## config.mk

```make
export PLATFORM = sky130hd
export DESIGN_NAME = bcfgl_loader
export DESIGN_NICKNAME = d
export VERILOG_FILES = /design/src/rtl/bcfgl_pkg.sv /design/src/rtl/bcfgl_loader.sv /design/src/rtl/bcfgl_sync3.sv
export SDC_FILE = /design/constraint.sdc
export NUM_CORES = 1
export LEC_CHECK = 0
export ABC_CLOCK_PERIOD_IN_PS = 1700
export BUFFER_PORTS_ARGS = -buffer_cell sky130_fd_sc_hd__buf_2
export CAP_MARGIN = 20
export CORE_UTILIZATION = 54
export CTS_CLUSTER_DIAMETER = 60
export CTS_CLUSTER_SIZE = 25
export DETAILED_ROUTE_END_ITERATION = 6
export PLACE_DENSITY = 0.76
export SLEW_MARGIN = 15
export SYNTH_ARGS = -nofsm -noshare
export SYNTH_HDL_FRONTEND = slang
export SYNTH_SLANG_ARGS = --single-unit
```

## constraint.sdc

```tcl
create_clock -name hclk -period 1.7 [get_ports hclk]
set_input_delay 0.17 -clock hclk [delete_from_list [all_inputs] [get_ports hclk]]
set_output_delay 0.17 -clock hclk [all_outputs]
set_load 0.01 [all_outputs]
```

## src/rtl/bcfgl_pkg.sv

```systemverilog
// Purpose: Shared constants for the boost configuration shift loader.
// Assumes: 32-bit AHB-Lite register bus, one aligned word per register.
// Notes: Offsets are byte addresses.
package bcfgl_pkg;

	// Shadow chain geometry
	localparam int SHADOW_LEN = 21;
	localparam int CHAN_NUM = 4;
	localparam int BOOST_W = 5;
	localparam int BOOST_ALL_W = 20;
	localparam int OVR_POS = 0;
	localparam int BOOST_BASE = 1;

	// Synchroniser depth for pin inputs
	localparam int SYNC_STAGES = 3;

	// Register offsets
	localparam logic [7:0] OFS_CTRL = 8'h00;
	localparam logic [7:0] OFS_SHADOW = 8'h04;
	localparam logic [7:0] OFS_ACTIVE = 8'h08;
	localparam logic [7:0] OFS_BOOST = 8'h0C;
	localparam logic [7:0] OFS_STATUS = 8'h10;
	localparam int ADDR_DEC_W = 8;

	// Control register fields
	localparam int CTRL_OUT_EN_POS = 0;
	localparam int CTRL_HOLD_POS = 1;

	// Status register fields
	localparam int STAT_LOADING_POS = 0;
	localparam int STAT_OVER_POS = 1;
	localparam int STAT_SHORT_POS = 2;
	localparam int STAT_DONE_POS = 3;
	localparam int STAT_CNT_LSB = 8;
	localparam int CNT_W = 8;

	// Values after reset, and bit count limits
	localparam logic CTRL_OUT_EN_RST = 1'b1;
	localparam logic CTRL_HOLD_RST = 1'b0;
	localparam logic [20:0] SHADOW_RST = 21'h000000;
	localparam logic [20:0] ACTIVE_RST = 21'h000000;
	localparam logic [7:0] CNT_MAX = 8'hFF;
	localparam logic [7:0] CNT_FULL = 8'h15;

	// AHB encodings
	localparam logic [1:0] HTRANS_NONSEQ = 2'h2;
	localparam logic HRESP_OKAY = 1'b0;

endpackage : bcfgl_pkg

```

## src/rtl/bcfgl_loader.sv

```systemverilog
// Purpose: Serial loader of override and boost settings for four equalizer channels.
// Assumes: Serial pins are sampled by hclk; serial clock well below hclk/6.
// Notes: Registers are reached over AHB-Lite with one wait state per transfer.
`timescale 1ns/1ps
module bcfgl_loader
	import bcfgl_pkg::*;
#(
	parameter int ADDR_W = 32
) (
	// Clock and reset
	input wire logic hclk,
	input wire logic hresetn,
	// AHB-Lite slave
	input wire logic hsel,
	input wire logic [ADDR_W-1:0] haddr,
	input wire logic [1:0] htrans,
	input wire logic hwrite,
	input wire logic [2:0] hsize,
	input wire logic [31:0] hwdata,
	input wire logic hready,
	output logic hreadyout,
	output logic hresp,
	output logic [31:0] hrdata,
	// Serial configuration link
	input wire logic serial_clk,
	input wire logic serial_data_in,
	input wire logic load_enable_n,
	output logic serial_data_out,
	output logic serial_data_out_oe,
	// Boost control
	input wire logic [BOOST_ALL_W-1:0] boost_select_pins,
	output logic [BOOST_ALL_W-1:0] boost_level,
	output logic override_active
);

	// Synchronised pin levels
	logic sclk_s;
	logic sdi_s;
	logic en_n_s;
	logic [BOOST_ALL_W-1:0] pins_s;

	// Edge history
	logic sclk_d_r;
	logic en_n_d_r;
	logic sclk_rise;
	logic en_fall;
	logic en_rise;
	logic shift_go;

	// Shadow and active storage
	logic [SHADOW_LEN-1:0] shadow_r;
	logic [SHADOW_LEN-1:0] shadow_nxt;
	logic [SHADOW_LEN-1:0] active_r;
	logic [BOOST_ALL_W-1:0] boost_nxt;

	// Transaction status
	logic [CNT_W-1:0] bit_cnt_r;
	logic over_r;
	logic short_r;
	logic done_r;

	// Software control
	logic ctrl_out_en_r;
	logic ctrl_hold_r;

	// Bus state
	logic dp_pend_r;
	logic dp_write_r;
	logic [ADDR_DEC_W-1:0] dp_addr_r;
	logic addr_accept;
	logic [31:0] rd_mux;

	bcfgl_sync3 #(
		.WIDTH(1),
		.INIT(1'b0)
	) u_sync_sclk (
		.clk(hclk),
		.rst_n(hresetn),
		.async_in(serial_clk),
		.level_out(sclk_s)
	);

	bcfgl_sync3 #(
		.WIDTH(1),
		.INIT(1'b0)
	) u_sync_sdi (
		.clk(hclk),
		.rst_n(hresetn),
		.async_in(serial_data_in),
		.level_out(sdi_s)
	);

	// Idle level of the enable is high so reset causes no false latch
	bcfgl_sync3 #(
		.WIDTH(1),
		.INIT(1'b1)
	) u_sync_en (
		.clk(hclk),
		.rst_n(hresetn),
		.async_in(load_enable_n),
		.level_out(en_n_s)
	);

	bcfgl_sync3 #(
		.WIDTH(BOOST_ALL_W),
		.INIT('0)
	) u_sync_pins (
		.clk(hclk),
		.rst_n(hresetn),
		.async_in(boost_select_pins),
		.level_out(pins_s)
	);

	// Edge history of serial clock and enable
	always_ff @(posedge hclk or negedge hresetn) begin
		if (!hresetn) begin
			sclk_d_r <= 1'b0;
			en_n_d_r <= 1'b1;
		end else begin
			sclk_d_r <= sclk_s;
			en_n_d_r <= en_n_s;
		end
	end

	assign sclk_rise = sclk_s & ~sclk_d_r;
	assign en_fall = ~en_n_s & en_n_d_r;
	assign en_rise = en_n_s & ~en_n_d_r;
	assign shift_go = sclk_rise & ~en_n_s;

	// Stage 1 takes the new bit, every stage moves one higher
	assign shadow_nxt = {shadow_r[SHADOW_LEN-2:0], sdi_s};

	// Shadow shift chain
	always_ff @(posedge hclk or negedge hresetn) begin
		if (!hresetn) begin
			shadow_r <= SHADOW_RST;
		end else if (shift_go) begin
			shadow_r <= shadow_nxt;
		end
	end

	// Out bit taken from stage 20 as it moves into stage 21, registered after the serial edge
	always_ff @(posedge hclk or negedge hresetn) begin
		if (!hresetn) begin
			serial_data_out <= 1'b0;
		end else if (shift_go) begin
			serial_data_out <= shadow_r[SHADOW_LEN-2];
		end
	end

	// Serial out drive enable
	always_ff @(posedge hclk or negedge hresetn) begin
		if (!hresetn) begin
			serial_data_out_oe <= 1'b0;
		end else begin
			serial_data_out_oe <= ctrl_out_en_r;
		end
	end

	// Latch shadow into the active settings on enable release, unless the hold bit is set
	always_ff @(posedge hclk or negedge hresetn) begin
		if (!hresetn) begin
			active_r <= ACTIVE_RST;
		end else if (en_rise && !ctrl_hold_r) begin
			active_r <= shadow_r;
		end
	end

	// Selection between pins and serial settings, one override bit for all channels
	always_comb begin
		boost_nxt = '0;
		for (int c = 0; c < CHAN_NUM; c++) begin
			if (active_r[OVR_POS]) begin
				boost_nxt[c*BOOST_W +: BOOST_W] = active_r[BOOST_BASE + c*BOOST_W +: BOOST_W];
			end else begin
				boost_nxt[c*BOOST_W +: BOOST_W] = pins_s[c*BOOST_W +: BOOST_W];
			end
		end
	end

	// Applied boost and override state
	always_ff @(posedge hclk or negedge hresetn) begin
		if (!hresetn) begin
			boost_level <= '0;
			override_active <= 1'b0;
		end else begin
			boost_level <= boost_nxt;
			override_active <= active_r[OVR_POS];
		end
	end

	// Bits clocked in this transaction, saturating
	always_ff @(posedge hclk or negedge hresetn) begin
		if (!hresetn) begin
			bit_cnt_r <= '0;
		end else if (en_fall) begin
			bit_cnt_r <= '0;
		end else if (shift_go && bit_cnt_r != CNT_MAX) begin
			bit_cnt_r <= bit_cnt_r + 8'h01;
		end
	end

	// Outcome of the last completed transaction
	always_ff @(posedge hclk or negedge hresetn) begin
		if (!hresetn) begin
			over_r <= 1'b0;
			short_r <= 1'b0;
			done_r <= 1'b0;
		end else if (en_rise) begin
			over_r <= (bit_cnt_r > CNT_FULL);
			short_r <= (bit_cnt_r < CNT_FULL);
			done_r <= ~ctrl_hold_r;
		end
	end

	// Address phase accepted
	assign addr_accept = hsel & hready & htrans[1];

	// Data phase bookkeeping, one wait state per transfer
	always_ff @(posedge hclk or negedge hresetn) begin
		if (!hresetn) begin
			dp_pend_r <= 1'b0;
			dp_write_r <= 1'b0;
			dp_addr_r <= '0;
		end else if (addr_accept) begin
			dp_pend_r <= 1'b1;
			dp_write_r <= hwrite;
			dp_addr_r <= haddr[ADDR_DEC_W-1:0];
		end else begin
			dp_pend_r <= 1'b0;
		end
	end

	// Ready drops for the first data-phase cycle
	always_ff @(posedge hclk or negedge hresetn) begin
		if (!hresetn) begin
			hreadyout <= 1'b1;
		end else begin
			hreadyout <= ~addr_accept;
		end
	end

	// Response is always OKAY
	always_ff @(posedge hclk or negedge hresetn) begin
		if (!hresetn) begin
			hresp <= HRESP_OKAY;
		end else begin
			hresp <= HRESP_OKAY;
		end
	end

	// Control register writes
	always_ff @(posedge hclk or negedge hresetn) begin
		if (!hresetn) begin
			ctrl_out_en_r <= CTRL_OUT_EN_RST;
			ctrl_hold_r <= CTRL_HOLD_RST;
		end else if (dp_pend_r && dp_write_r && dp_addr_r == OFS_CTRL) begin
			ctrl_out_en_r <= hwdata[CTRL_OUT_EN_POS];
			ctrl_hold_r <= hwdata[CTRL_HOLD_POS];
		end
	end

	// Read multiplexer, unmapped offsets read zero
	always_comb begin
		rd_mux = 32'h00000000;
		unique case (dp_addr_r)
			OFS_CTRL: begin
				rd_mux[CTRL_OUT_EN_POS] = ctrl_out_en_r;
				rd_mux[CTRL_HOLD_POS] = ctrl_hold_r;
			end
			OFS_SHADOW: begin
				rd_mux[SHADOW_LEN-1:0] = shadow_r;
			end
			OFS_ACTIVE: begin
				rd_mux[SHADOW_LEN-1:0] = active_r;
			end
			OFS_BOOST: begin
				rd_mux[BOOST_ALL_W-1:0] = boost_level;
			end
			OFS_STATUS: begin
				rd_mux[STAT_LOADING_POS] = ~en_n_s;
				rd_mux[STAT_OVER_POS] = over_r;
				rd_mux[STAT_SHORT_POS] = short_r;
				rd_mux[STAT_DONE_POS] = done_r;
				rd_mux[STAT_CNT_LSB +: CNT_W] = bit_cnt_r;
			end
			default: begin
				rd_mux = 32'h00000000;
			end
		endcase
	end

	// Read data registered at the end of the wait state
	always_ff @(posedge hclk or negedge hresetn) begin
		if (!hresetn) begin
			hrdata <= 32'h00000000;
		end else if (dp_pend_r && !dp_write_r) begin
			hrdata <= rd_mux;
		end
	end

endmodule : bcfgl_loader

```

## src/rtl/bcfgl_sync3.sv

```systemverilog
// Purpose: Three-stage pin synchroniser with agreement filter.
// Assumes: Inputs are asynchronous to clk.
// Notes: The first stage feeds only the second.
`timescale 1ns/1ps
module bcfgl_sync3 #(
	parameter int WIDTH = 1,
	parameter logic [WIDTH-1:0] INIT = '0
) (
	// Clock and reset
	input wire logic clk,
	input wire logic rst_n,
	// Asynchronous level in
	input wire logic [WIDTH-1:0] async_in,
	// Filtered level out
	output logic [WIDTH-1:0] level_out
);

	logic [WIDTH-1:0] s1_r;
	logic [WIDTH-1:0] s2_r;
	logic [WIDTH-1:0] s3_r;

	// Synchroniser chain
	always_ff @(posedge clk or negedge rst_n) begin
		if (!rst_n) begin
			s1_r <= INIT;
			s2_r <= INIT;
			s3_r <= INIT;
		end else begin
			s1_r <= async_in;
			s2_r <= s1_r;
			s3_r <= s2_r;
		end
	end

	// Accept a bit only once stages two and three agree
	always_ff @(posedge clk or negedge rst_n) begin
		if (!rst_n) begin
			level_out <= INIT;
		end else begin
			for (int i = 0; i < WIDTH; i++) begin
				if (s2_r[i] == s3_r[i]) begin
					level_out[i] <= s3_r[i];
				end
			end
		end
	end

endmodule : bcfgl_sync3

```

==> impl_metrics.toml <==
[floorplan]
dieArea_um2 = 14300
die_w_um = 120
start_util = 0.559
fp.coreArea_um2 = 13400
ios = 154
row_count = 42
die_h_um = 120

[worst_setup_path]
crit_required_ns = 2.05
cp.depth = 5
crit_type = "register to register"
max_stage_delay_ns = 0.41
critical-path-top-delay-family = "simple AND/OR/NAND/NOR gates"
crit_buf_inv = 1
crit-reg2reg-capture = "ctrl_hold_r"
cp-end-kind = "register"
slowest_stage = "dfrtp_1"
worstPathMaxFanout = 4
crit_chain = "nor3_4, buf_4, and3b_2, nand4_1, mux2_2"
rrSetupSlack_ns = 0.03
critPathArrivalTime_ns = 2.02
start_kind = "register"
r2r_start = "dp_addr_r[7]"
ff2ff_path_depth = 5

[route]
vias = 4486
ant_nets = 0
route.detailed.drc = 0
drt-vias-per-instance = 5.44
drtIter0Drc = 244
wl_per_cell_um = 18.2
routed_wl_mm = 15.0
first_pass_iters = 4

[synth]
ys_seq_area_frac = 0.679
synth.top_cell.area_share = 0.655
ys_async_sr_fraction = 1.00
synth-edff-count = 0
synth_seq_cells = 203
synth_area_um2 = 7490
netlist_instances = 499
synth_commonest_cells = "196 x dfrtp_1, 86 x mux2_2, 23 x maj3_1"
yosysTopAreaCell = "dfrtp_1"
syn-mean-instance-area_um2 = 15.0
synthTopCellsByArea = "dfrtp_1 65%, mux2_2 13%, maj3_1 3.1%"
yosysUniqueCellTypes = 45
synth_ff_type = "dfrtp_1"
synth_warnings = 0
yosysMostFrequentCell = "dfrtp_1"

[cells_and_area]
final_nets = 741
final_cell_count_no_fill = 825
utilization = 0.684
n_antenna_cell = 0
fin_area_um2 = 9160
multi_input_comb_area_um2 = 2290
drive_gt1_frac = 0.379
register_area_um2 = 5090
num-fill-cells = 944
area_growth_pct = 22.3

[grt]
antenna_found_initial = 0
grt_first_pass_wirelength_mm = 24.4
grt_max_degree = 55
track_usage = 0.218
overflow = 0
grt_pass1_vias = 4785

[placed_design]
io_buffers = 83
hpwl_mm = 10.1
dpl_cell_area_um2 = 8270
pre_cts_slack_ns = -0.171
place_congestion = 0.832
place_inst = 765

[clock_tree]
numCtsBuffers = 14
clock_sinks = 203
insertion_delay_ns = 0.47
cts_root_buf = "clkbuf_16"
cts_buffer_depth = 3
cts_tree = "built"
clkTransAtPathRegs_ns = 0.09
htreeDepth = 1

[sta]
skew_ns = 0.0141
tns_ns = 0
finalHoldViolations = 0
post-route-min-period_ns = 1.67
setup_viol_count_final = 0
fmax_ghz = 0.599
max_slew_margin = 0.585
tightest_slew_ns = 0.621
fin_ws_ns = 0.0308
slew_violations = 0
rsz0062_at_grt = "true"
period_share = 0.982
holdWs_ns = 0.221

[job]
drv_cap = 0

[power]
power_mw = 11.3
powerDensity_nw_per_um2 = 1230
leakage_nw = 4.31
irDropWorstVdd_mv = 0.867

[min_path]
min_path_type = "primary input to async pin"

[status]
status = "finished clean"
-- cells in the final DEF, fill, tap and decap left out, types with 5 or more instances in the layout --
cell type	count
dlygate4sd3_1	35
o21ai_0	11
a22oi_1	10
buf_12	5
inv_1	5
nand2_1	21
a22o_1	9
clkbuf_16	15
nor3_1	5
nor2_1	12
maj3_1	23
mux2_2	86
conb_1	12
buf_4	24
buf_2	82
mux2i_1	8
a221o_1	6
dfrtp_1	196
dfstp_2	7
nor2b_1	6
-- final cells by class --
type,instances,area share
clock inverter,8,0.00929
multi-input combinational,269,0.250
timing repair buffer,148,0.116
clock buffer,16,0.0425
sequential,203,0.556
tap,176,0.0240
inverter,5,0.00205
-- sequential cells by signal, indices dropped and copies added (netlist names), 8 cells and up --
| register | count |
|---|---|
| active_r | 21 |
| bit_cnt_r | 8 |
| boost_level | 20 |
| dp_addr_r | 8 |
| hrdata | 21 |
| shadow_r | 21 |
| u_sync_pins.level_out | 20 |
| u_sync_pins.s1_r | 20 |
| u_sync_pins.s2_r | 20 |
| u_sync_pins.s3_r | 20 |
-- worst register-to-register path: cells and delay by family (launching register included) --
family	cells	cell delay, ns
buffers and inverters	1	0.17
muxes	1	0.30
and+or+nand+nor	3	0.68
DFF	1	0.41
-- timing repair --
| action | in CTS | in global routing |
|---|---|---|
| hold endpoints to repair | 83 | 0 |
| pin swaps | 0 | 4 |
| cloned | 0 | 0 |
| hold buffers | 35 | 0 |
| setup endpoints to repair | 18 | 15 |
| buffers inserted | 0 | 1 |
| gates resized for setup | 5 | 13 |
-- layer usage --
layer,GRT usage,vias to the layer above,wire length [um]
li1,-,2048,-
met1,0.300,2298,6690
met2,0.356,117,7380
met3,0.0371,23,597
met4,0.0742,0,331
met5,0,-,0
-- power by group --
group | switching (mW) | total (mW) | internal, mW
sequential | 0.478 | 5.92 | 5.44
clock | 1.71 | 3.44 | 1.73
combinational | 0.907 | 1.93 | 1.03
-- cells by family after synthesis --
kind of cell,share of synthesized area
buf+inv,0.0272
mux,0.143
fa+ha+maj,0.0358
flops,0.679
compound gates,0.0541
xor+xnor,0.00585
other cells,0.000501
simple gates,0.0541
-- how the worst max path moves through the flow --
stage	slack (ns)	end	start
floorplan	0.1	active_r[10]	u_sync_en.level_out
global placement	-0.13	hrdata[14]	dp_addr_r[5]
detailed placement	-0.17	hrdata[15]	dp_addr_r[5]
CTS	0.008	hrdata[12]	dp_addr_r[1]
global route	-0.05	ctrl_hold_r	dp_addr_r[7]
finish	0.03	ctrl_hold_r	dp_addr_r[7]
Power figures use the tool's default switching activity.
